==> src/logic/dcc_pkg.sv <==
package dcc_pkg;

   localparam int unsigned TMR_W            = 16;
   localparam int unsigned ADDR_W           = 5;

   localparam logic [4:0]  OFS_MODE         = 5'h00;
   localparam logic [4:0]  OFS_FLAG         = 5'h04;
   localparam logic [4:0]  OFS_TIMER        = 5'h08;
   localparam logic [4:0]  OFS_TCTL         = 5'h0c;
   localparam logic [4:0]  OFS_CMP1         = 5'h10;
   localparam logic [4:0]  OFS_CAP1         = 5'h14;
   localparam logic [4:0]  OFS_CMP2         = 5'h18;
   localparam logic [4:0]  OFS_CAP2         = 5'h1c;

   localparam int          FLD_ONE_MODE_LSB = 0;
   localparam int          FLD_TWO_MODE_LSB = 4;
   localparam int          FLG_OVF          = 0;
   localparam int          FLG_SET_ONE      = 2;
   localparam int          FLG_SET_TWO      = 3;
   localparam int          TCTL_RUN         = 0;

   localparam logic [7:0]  RST_MODE         = 8'h00;
   localparam logic        RST_RUN          = 1'h1;
   localparam logic [15:0] RST_TIMER        = 16'h0000;
   localparam logic [15:0] RST_CMP          = 16'h0000;

   localparam logic [3:0]  MODE_CAP_FALL    = 4'h4;
   localparam logic [3:0]  MODE_CAP_RISE    = 4'h5;
   localparam logic [3:0]  MODE_CAP_DIV4    = 4'h6;
   localparam logic [3:0]  MODE_CAP_DIV16   = 4'h7;
   localparam logic [3:0]  MODE_CMP_SET     = 4'h8;
   localparam logic [3:0]  MODE_CMP_CLR     = 4'h9;
   localparam logic [3:0]  MODE_CMP_TGL     = 4'ha;
   localparam logic [3:0]  MODE_CMP_RSVD    = 4'hb;
   localparam logic [3:0]  MODE_CMP_TRIG    = 4'hf;

   localparam logic [1:0]  PRESC_DIV4_LAST  = 2'h3;
   localparam logic [3:0]  PRESC_DIV16_LAST = 4'hf;

   typedef enum logic [1:0] {
      BUS_IDLE   = 2'b00,
      BUS_ANSWER = 2'b01
   } dcc_bus_state_t;

   function automatic logic mode_is_off(input logic [3:0] m);
      return m[3:2] == 2'b00;
   endfunction : mode_is_off

   function automatic logic mode_is_capture(input logic [3:0] m);
      return m[3:2] == 2'b01;
   endfunction : mode_is_capture

   function automatic logic mode_drives_pin(input logic [3:0] m);
      return (m == MODE_CMP_SET) || (m == MODE_CMP_CLR) || (m == MODE_CMP_TGL);
   endfunction : mode_drives_pin

   function automatic logic [31:0] be_merge(input logic [31:0] old, input logic [31:0] wd, input logic [3:0] be);
      logic [31:0] r;
      r = old;
      for (int i = 0; i < 4; i++) begin
         if (be[i]) begin
            r[i*8 +: 8] = wd[i*8 +: 8];
         end
      end
      return r;
   endfunction : be_merge

endpackage : dcc_pkg

==> src/logic/dcc_set_if.sv <==
interface dcc_set_if;
   logic [3:0]  mode;
   logic [15:0] timer;
   logic [15:0] cmp_value;
   logic        rise;
   logic        fall;
   logic        event_p;
   logic [15:0] capture;
   logic        cmp_level;
   logic        cmp_drive;
   logic        trigger_p;

   modport ctrl (output mode, timer, cmp_value, rise, fall,
                 input  event_p, capture, cmp_level, cmp_drive, trigger_p);
   modport unit (input  mode, timer, cmp_value, rise, fall,
                 output event_p, capture, cmp_level, cmp_drive, trigger_p);
endinterface : dcc_set_if

==> src/logic/dcc_top.sv <==
// Overview of operation
// - A capture copies the whole 16-bit timer into the set's capture value.
// - Set one mode sits in control bits 3:0, set two in bits 7:4.
// - Each capture sets the set's flag: flag bit 2 for set one, bit 3 for two.
// - Hardware never clears an event flag; software clears it by writing.
// - A new capture simply overwrites an unread captured value.
// - Codes 0100 falling, 0101 rising, 0110 every 4th, 0111 every 16th rising edge.
// - Mode 00xx turns the set off and clears its prescaler, capture value and output latch.
// - Prescaler counter clears when off, outside capture modes, and on reset.
// - Switching prescaler settings keeps the counter and may raise the flag.
// - In compare mode the compare value is matched against the timer continuously.
// - 1000 sets, 1001 clears, 1010 toggles the output on match and flags; 1011 reserved.
// - Codes 11xx set the flag on match and leave the pin alone; 1111 also triggers.
// - Code 1111 flags and pulses the conversion trigger; timer not reset.
// - The conversion trigger never sets the timer overflow flag (bit 0).
// - Leaving off forces the output latch default: 0, or 1 for clear-on-match.
// - Capture edges follow the pin level even when the pin is an output.
module dcc_top
   import dcc_pkg::*;
(
   input  wire logic        clk_sys,           // System (instruction) clock, 50 MHz
   input  wire logic        rst,               // Synchronous reset, active high
   input  wire logic [4:0]  avs_address,       // Avalon-MM byte address
   input  wire logic        avs_read,          // Avalon-MM read request
   input  wire logic        avs_write,         // Avalon-MM write request
   input  wire logic [31:0] avs_writedata,     // Avalon-MM write data
   input  wire logic [3:0]  avs_byteenable,    // Avalon-MM byte lanes
   output logic      [31:0] avs_readdata,      // Avalon-MM read data
   output logic             avs_waitrequest,   // Avalon-MM wait, high stalls master
   input  wire logic        capture_input_pin, // External event signal
   output logic             compare_out_one,   // Set one compare output latch
   output logic             compare_drive_one, // Set one owns its pin in this mode
   output logic             compare_out_two,   // Set two compare output latch
   output logic             compare_drive_two, // Set two owns its pin in this mode
   output logic             conv_trigger       // One-cycle conversion start pulse
);

   dcc_set_if set_one ();
   dcc_set_if set_two ();

   dcc_bus_state_t bus_state_r, bus_state_nxt;
   logic [31:0]    rdata_r,     rdata_nxt;
   logic [31:0]    rd_word;
   logic           wr_go;

   logic [7:0]     mode_r,      mode_nxt;
   logic           run_r,       run_nxt;
   logic [15:0]    timer_r,     timer_nxt;
   logic [15:0]    cmp_one_r,   cmp_one_nxt;
   logic [15:0]    cmp_two_r,   cmp_two_nxt;
   logic           ovf_flag_r,  ovf_flag_nxt;
   logic [1:0]     evt_flag_r,  evt_flag_nxt;
   logic           trig_r,      trig_nxt;
   logic [31:0]    merged;
   logic [7:0]     clr_mask;
   logic           ovf_set;

   logic           pin_s1_r,    pin_s2_r,    pin_prev_r;
   logic           rise,        fall;

   // Bus: every access waits exactly one cycle
   always_comb begin
      bus_state_nxt = bus_state_r;
      rdata_nxt     = rdata_r;
      case (bus_state_r)
         BUS_IDLE: begin
            if (avs_read || avs_write) begin
               bus_state_nxt = BUS_ANSWER;
               rdata_nxt     = rd_word;
            end
         end
         BUS_ANSWER: begin
            bus_state_nxt = BUS_IDLE;
         end
         default: begin
            bus_state_nxt = BUS_IDLE;
         end
      endcase
   end

   always_ff @(posedge clk_sys) begin
      if (rst) begin
         bus_state_r <= BUS_IDLE;
         rdata_r     <= 32'h0000_0000;
      end else begin
         bus_state_r <= bus_state_nxt;
         rdata_r     <= rdata_nxt;
      end
   end

   assign avs_waitrequest = (avs_read || avs_write) && (bus_state_r == BUS_IDLE);
   assign wr_go           = avs_write && (bus_state_r == BUS_ANSWER);
   assign avs_readdata    = rdata_r;

   // Read map, unmapped addresses read as zero
   always_comb begin
      rd_word = 32'h0000_0000;
      if (avs_address == OFS_MODE) begin
         rd_word[7:0] = mode_r;
      end else if (avs_address == OFS_FLAG) begin
         rd_word[FLG_OVF]     = ovf_flag_r;
         rd_word[FLG_SET_ONE] = evt_flag_r[0];
         rd_word[FLG_SET_TWO] = evt_flag_r[1];
      end else if (avs_address == OFS_TIMER) begin
         rd_word[15:0] = timer_r;
      end else if (avs_address == OFS_TCTL) begin
         rd_word[TCTL_RUN] = run_r;
      end else if (avs_address == OFS_CMP1) begin
         rd_word[15:0] = cmp_one_r;
      end else if (avs_address == OFS_CAP1) begin
         rd_word[15:0] = set_one.capture;
      end else if (avs_address == OFS_CMP2) begin
         rd_word[15:0] = cmp_two_r;
      end else if (avs_address == OFS_CAP2) begin
         rd_word[15:0] = set_two.capture;
      end
   end

   // Registers, timer and flags
   always_comb begin
      merged       = be_merge(rd_word, avs_writedata, avs_byteenable);
      mode_nxt     = mode_r;
      run_nxt      = run_r;
      cmp_one_nxt  = cmp_one_r;
      cmp_two_nxt  = cmp_two_r;
      clr_mask     = 8'h00;
      timer_nxt    = run_r ? timer_r + 16'h0001 : timer_r;
      ovf_set      = run_r && (timer_r == 16'hffff);

      if (wr_go && (avs_address == OFS_MODE)) begin
         mode_nxt = merged[7:0];
      end else if (wr_go && (avs_address == OFS_TCTL)) begin
         run_nxt = merged[TCTL_RUN];
      end else if (wr_go && (avs_address == OFS_TIMER)) begin
         timer_nxt = merged[15:0];
         ovf_set   = 1'b0;
      end else if (wr_go && (avs_address == OFS_CMP1)) begin
         cmp_one_nxt = merged[15:0];
      end else if (wr_go && (avs_address == OFS_CMP2)) begin
         cmp_two_nxt = merged[15:0];
      end else if (wr_go && (avs_address == OFS_FLAG) && avs_byteenable[0]) begin
         clr_mask = avs_writedata[7:0];
      end

      // A flag set in the same cycle as its clear stays set
      ovf_flag_nxt    = (ovf_flag_r    && !clr_mask[FLG_OVF])     || ovf_set;
      evt_flag_nxt[0] = (evt_flag_r[0] && !clr_mask[FLG_SET_ONE]) || set_one.event_p;
      evt_flag_nxt[1] = (evt_flag_r[1] && !clr_mask[FLG_SET_TWO]) || set_two.event_p;
      trig_nxt        = set_one.trigger_p || set_two.trigger_p;
   end

   always_ff @(posedge clk_sys) begin
      if (rst) begin
         mode_r     <= RST_MODE;
         run_r      <= RST_RUN;
         timer_r    <= RST_TIMER;
         cmp_one_r  <= RST_CMP;
         cmp_two_r  <= RST_CMP;
         ovf_flag_r <= 1'b0;
         evt_flag_r <= 2'b00;
         trig_r     <= 1'b0;
      end else begin
         mode_r     <= mode_nxt;
         run_r      <= run_nxt;
         timer_r    <= timer_nxt;
         cmp_one_r  <= cmp_one_nxt;
         cmp_two_r  <= cmp_two_nxt;
         ovf_flag_r <= ovf_flag_nxt;
         evt_flag_r <= evt_flag_nxt;
         trig_r     <= trig_nxt;
      end
   end

   // Pin synchroniser; edges are taken from the pin level whatever its direction
   always_ff @(posedge clk_sys) begin
      if (rst) begin
         pin_s1_r   <= 1'b0;
         pin_s2_r   <= 1'b0;
         pin_prev_r <= 1'b0;
      end else begin
         pin_s1_r   <= capture_input_pin;
         pin_s2_r   <= pin_s1_r;
         pin_prev_r <= pin_s2_r;
      end
   end

   assign rise = pin_s2_r && !pin_prev_r;
   assign fall = !pin_s2_r && pin_prev_r;

   assign set_one.mode      = mode_r[FLD_ONE_MODE_LSB +: 4];
   assign set_two.mode      = mode_r[FLD_TWO_MODE_LSB +: 4];
   assign set_one.timer     = timer_r;
   assign set_two.timer     = timer_r;
   assign set_one.cmp_value = cmp_one_r;
   assign set_two.cmp_value = cmp_two_r;
   assign set_one.rise      = rise;
   assign set_two.rise      = rise;
   assign set_one.fall      = fall;
   assign set_two.fall      = fall;

   dcc_capcmp_set u_set_one (
      .clk_sys (clk_sys),
      .rst     (rst),
      .s       (set_one)
   );

   dcc_capcmp_set u_set_two (
      .clk_sys (clk_sys),
      .rst     (rst),
      .s       (set_two)
   );

   assign compare_out_one   = set_one.cmp_level;
   assign compare_drive_one = set_one.cmp_drive;
   assign compare_out_two   = set_two.cmp_level;
   assign compare_drive_two = set_two.cmp_drive;
   assign conv_trigger      = trig_r;

endmodule : dcc_top

==> src/logic/dcc_capcmp_set.sv <==
module dcc_capcmp_set
   import dcc_pkg::*;
(
   input wire logic clk_sys, // System clock
   input wire logic rst,     // Synchronous reset, active high
   dcc_set_if.unit  s        // Mode, timer and results of one set
);

   logic [3:0]  presc_r,     presc_nxt;
   logic [15:0] cap_r,       cap_nxt;
   logic        lvl_r,       lvl_nxt;
   logic [3:0]  mode_prev_r, mode_prev_nxt;
   logic        match_prev_r, match_prev_nxt;
   logic        evt_r,       evt_nxt;
   logic        trig_r,      trig_nxt;
   logic        fire;
   logic        hit;
   logic        entered;

   always_comb begin
      fire = 1'b0;
      case (s.mode)
         MODE_CAP_FALL:  fire = s.fall;
         MODE_CAP_RISE:  fire = s.rise;
         MODE_CAP_DIV4:  fire = s.rise && (presc_r[1:0] == PRESC_DIV4_LAST);
         MODE_CAP_DIV16: fire = s.rise && (presc_r == PRESC_DIV16_LAST);
         default:        fire = 1'b0;
      endcase

      // Counter survives a change between prescaler settings
      if (!mode_is_capture(s.mode)) begin
         presc_nxt = 4'h0;
      end else if (s.rise) begin
         presc_nxt = presc_r + 4'h1;
      end else begin
         presc_nxt = presc_r;
      end

      if (mode_is_off(s.mode)) begin
         cap_nxt = 16'h0000;
      end else if (fire) begin
         cap_nxt = s.timer;
      end else begin
         cap_nxt = cap_r;
      end

      match_prev_nxt = (s.timer == s.cmp_value);
      hit            = s.mode[3] && match_prev_nxt && !match_prev_r;
      entered        = (s.mode != mode_prev_r);
      mode_prev_nxt  = s.mode;

      if (mode_is_off(s.mode)) begin
         lvl_nxt = 1'b0;
      end else if (entered && (s.mode == MODE_CMP_CLR)) begin
         lvl_nxt = 1'b1;
      end else if (entered && mode_drives_pin(s.mode)) begin
         lvl_nxt = 1'b0;
      end else if (hit && (s.mode == MODE_CMP_SET)) begin
         lvl_nxt = 1'b1;
      end else if (hit && (s.mode == MODE_CMP_CLR)) begin
         lvl_nxt = 1'b0;
      end else if (hit && (s.mode == MODE_CMP_TGL)) begin
         lvl_nxt = !lvl_r;
      end else begin
         lvl_nxt = lvl_r;
      end

      evt_nxt  = fire || (hit && (s.mode != MODE_CMP_RSVD));
      trig_nxt = hit && (s.mode == MODE_CMP_TRIG);
   end

   always_ff @(posedge clk_sys) begin
      if (rst) begin
         presc_r      <= 4'h0;
         cap_r        <= 16'h0000;
         lvl_r        <= 1'b0;
         mode_prev_r  <= 4'h0;
         match_prev_r <= 1'b0;
         evt_r        <= 1'b0;
         trig_r       <= 1'b0;
      end else begin
         presc_r      <= presc_nxt;
         cap_r        <= cap_nxt;
         lvl_r        <= lvl_nxt;
         mode_prev_r  <= mode_prev_nxt;
         match_prev_r <= match_prev_nxt;
         evt_r        <= evt_nxt;
         trig_r       <= trig_nxt;
      end
   end

   assign s.event_p   = evt_r;
   assign s.capture   = cap_r;
   assign s.cmp_level = lvl_r;
   assign s.cmp_drive = mode_drives_pin(s.mode);
   assign s.trigger_p = trig_r;

endmodule : dcc_capcmp_set

==> config.mk <==
export PLATFORM = sky130hd
export DESIGN_NAME = dcc_top
export DESIGN_NICKNAME = d
export VERILOG_FILES = /design/src/logic/dcc_pkg.sv /design/src/logic/dcc_set_if.sv /design/src/logic/dcc_top.sv /design/src/logic/dcc_capcmp_set.sv
export SDC_FILE = /design/constraint.sdc
export NUM_CORES = 1
export LEC_CHECK = 0
export ABC_AREA = 1
export BUFFER_PORTS_ARGS = -buffer_cell sky130_fd_sc_hd__clkbuf_2
export CAP_MARGIN = 10
export CORE_MARGIN = 2
export CORE_UTILIZATION = 50
export DETAILED_ROUTE_END_ITERATION = 12
export PLACE_DENSITY = 0.7
export SYNTH_ARGS = -nofsm -noshare
export SYNTH_HDL_FRONTEND = slang
export SYNTH_SLANG_ARGS = --single-unit
==> constraint.sdc <==
create_clock -name clk_sys -period 1.9 [get_ports clk_sys]
set_input_delay 0.38 -clock clk_sys [delete_from_list [all_inputs] [get_ports clk_sys]]
set_output_delay 0.38 -clock clk_sys [all_outputs]
set_load 0.01 [all_outputs]
==> impl_metrics.py <==
metrics = {
    "yosys": {
        "ys_warn_count": 0,
        "synthCells": 1047,
        "syn_area_um2": 7150,
        "synthArstFlopShare_pct": 0,
        "synth.area.top_cells": "dfxtp_1, nand2_1, a21oi_1",
        "yosysTopAreaCell": "dfxtp_1",
        "synth-seq-cells": 137,
        "synth_ff_type": "dfxtp_1",
        "synthDistinctLibCells": 37,
        "ys_seq_area_share_pct": 38.3,
        "synth_top_cell_area_share_pct": 38.3,
        "avgSynthCellArea_um2": 6.83,
        "synth-edff-count": 0,
    },
    "die": {
        "die_area_um2": 15300,
        "num_rows": 43,
        "die-height_um": 124,
        "start_util_pct": 51.3,
        "fp.coreArea_um2": 13900,
        "num_io_pins": 84,
        "dieWidth_um": 124,
    },
    "worst_setup_path": {
        "startpoint_type": "flop",
        "cp_cell_sequence": "inv_2, nor2_1, inv_1, a21oi_2, clkbuf_2",
        "slowest_delay_ps": 380,
        "worstPathRequired_ps": 1520,
        "r2r-start": "set_one.timer[2]",
        "critPathKind": "flop to primary output",
        "critical_path.endpoint_type": "primary output",
        "r2r_end": "set_one.timer[14]",
        "ff2ff_path_depth": 9,
        "worstPathMaxFanout": 5,
        "crit_arrival_ps": 1420,
        "cp_slowest_cell": "dfxtp_2",
        "ff2ff_setup_slack_ps": 170,
    },
    "routing": {
        "drcViolationCount": 0,
        "drt_iter0_drc": 537,
        "final_antenna_net_count": 0,
        "via_per_inst": 5.44,
        "via_count": 7133,
        "first_pass_iters": 6,
        "drt-total-wl_um": 21100,
        "wl_per_cell_um": 16.1,
    },
    "timing": {
        "fmax_mhz": 557,
        "worst_slack_ps": 103,
        "tns_ps": 0,
        "period_minus_slack_ps": 1800,
        "finalHoldViolations": 0,
        "worst_hold_slack_ps": 140,
        "finalCritPeriodShare_pct": 94.6,
        "setup_viol": 0,
        "fin_skew_ps": 11.3,
        "slew_violations": 0,
        "rsz0062_at_grt": "true",
    },
    "clocking": {
        "cts_tree": "built",
        "cts_made_buffers": 17,
        "cts.sinks": 137,
        "cts-root-buf": "clkbuf_16",
        "clockBufferDepth": 2,
        "cts_max_level": 4,
        "post_cts.repair.setup_buffers": 0,
        "clkSlewWorstSetupHoldPaths_ps": 60,
        "hold_buffers": 0,
        "clk_latency_ps": 430,
    },
    "pwr": {
        "power.density_nw_per_um2": 803,
        "vdd_drop_max_mv": 0.654,
        "total_power_w": 0.00684,
        "leakagePower_nw": 3.81,
    },
    "cells_and_area": {
        "final-instance-count-excl-fill": 1312,
        "nets": 1169,
        "areaGrowthSynthToFinish_pct": 19.1,
        "drive_gt1_share_pct": 18.5,
        "antenna_cells": 0,
    },
    "global_routing": {
        "grtUsageTotal_pct": 29.2,
        "first_global_vias": 6616,
        "grt_max_degree": 53,
        "grt_first_pass_wirelength_um": 33800,
        "antenna_found_initial": 1,
        "grt_overflow_total": 0,
    },
    "place": {
        "place_ws_ps": -3.01,
        "dp.cells": 1281,
        "dp_hpwl_um": 14800,
        "port_buffers": 49,
        "gp_congestion": 0.943,
    },
    "worst_hold_path": {
        "holdCritStartpoint": "capture_input_pin",
        "whs_path_depth": 3,
        "hold_class": "input pin to flop",
        "holdPathEnd": "pin_s1_r",
    },
    "outcome": {
        "status": "finished, final reports clean",
    },
    "job": {
        "cap_violations": 0,
    },
}
-- report_power, final --
group,switching (W),leakage [nW],internal [W]
clock,0.00127,0.287,0.00209
sequential,0.0000317,1.11,0.00292
combinational,0.000330,2.41,0.000187
-- per-layer routing --
| metal | GRT usage (%) | wire, um | part of all wire (%) | vias to the layer above |
|---|---|---|---|---|
| li1 | - | - | - | 3535 |
| met1 | 39.9 | 9340 | 44 | 3208 |
| met2 | 44.7 | 9190 | 44 | 325 |
| met3 | 6.96 | 1850 | 8.8 | 63 |
| met4 | 11.6 | 671 | 3.2 | 2 |
| met5 | 0 | 13 | 0.062 | - |
-- cell type report --
cell class | count | area (um^2)
well taps | 180 | 225
inverters | 135 | 509
clock buffers | 20 | 447
flip-flops and latches | 137 | 2750
fillers | 1270 | 5420
repair buffers | 107 | 831
clock inverters | 11 | 146
multi-input cells | 722 | 3610
-- sequential cells by signal, summed over array words and instances (netlist names), 8 cells and up --
name                 flops
u_set_two.s.capture     16
avs_readdata            16
u_set_one.s.capture     16
cmp_two_r               16
mode_r                   8
cmp_one_r               16
set_one.timer           16
-- stage by stage --
stage,instance area (um^2),utilization (%)
after floorplan,7210,-
final,8520,61.1
after CTS,8500,61.0
after global routing,8520,61.1
after detailed placement,7900,56.7
after global placement,7900,56.7
-- cell families after synthesis --
kind of cell	share of synthesized area, %
AND/OR/NAND/NOR	26.0
AO/OA/AOI/OAI	19.4
buffers and inverters	12.3
flip-flops	38.3
XOR/XNOR	3.31
adder cells (fa/ha/maj)	0.525
other	0.0524
-- cells in the final DEF, fill, tap and decap left out, drive strengths merged --
cell | synthesis | layout
nand2 | 243 | 243
dfxtp | 137 | 137
inv | 135 | 137
a21oi | 107 | 107
nor2 | 97 | 97
o21ai | 83 | 83
clkbuf | 17 | 69
buf | 51 | 58
o22ai | 40 | 40
nand3 | 38 | 38
nand4 | 28 | 28
xor2 | 27 | 27
conb | 1 | 16
o211ai | 11 | 11
or2 | 8 | 8
nor3 | 8 | 8
a31oi | 4 | 4
clkinv | 0 | 4
ha | 3 | 3
bufinv | 0 | 3
and3 | 2 | 2
nor3b | 2 | 2
o21bai | 2 | 2
clkinvlp | 0 | 2
a21boi | 2 | 2
o21a | 1 | 1
-- repair_timing --
item,4_1_cts,5_1_grt
endpoints found under the hold margin,0,0
resized for setup,4,9
gates cloned,0,0
endpoints found under the setup margin,2,7
-- synth_stat cells, types with 8 or more instances --
| cell type | count |
|---|---|
| a21oi_1 | 98 |
| a21oi_2 | 9 |
| buf_2 | 28 |
| buf_4 | 20 |
| clkbuf_1 | 17 |
| dfxtp_1 | 137 |
| inv_1 | 120 |
| inv_2 | 14 |
| nand2_1 | 235 |
| nand2_2 | 8 |
| nand3_1 | 35 |
| nand4_1 | 28 |
| nor2_1 | 86 |
| o211ai_1 | 11 |
| o21ai_0 | 55 |
| o21ai_1 | 26 |
| o22ai_1 | 40 |
| or2_2 | 8 |
| xor2_1 | 27 |
-- worst max-delay path: cells and delay by family (launching register included) --
family	cells	cell delay, ps
flip-flops	1	380
buffers and inverters	3	340
AO/OA/AOI/OAI	1	140
AND/OR/NAND/NOR	1	130
-- how the worst max path moves through the flow --
stage | from | endpoint | slack [ps] | cells past startpoint
global placement | avs_address[2] | cmp_two_r[0] | 1 | 10
floorplan | set_one.timer[0] | set_one.timer[14] | 340 | 10
CTS | mode_r[7] | compare_drive_two | 40 | 5
finish | mode_r[3] | compare_drive_one | 100 | 5
detailed placement | avs_address[2] | cmp_two_r[8] | -3 | 9
global route | set_one.timer[1] | u_set_one.s.event_p | -20 | 12
Power figures use the tool's default switching activity.
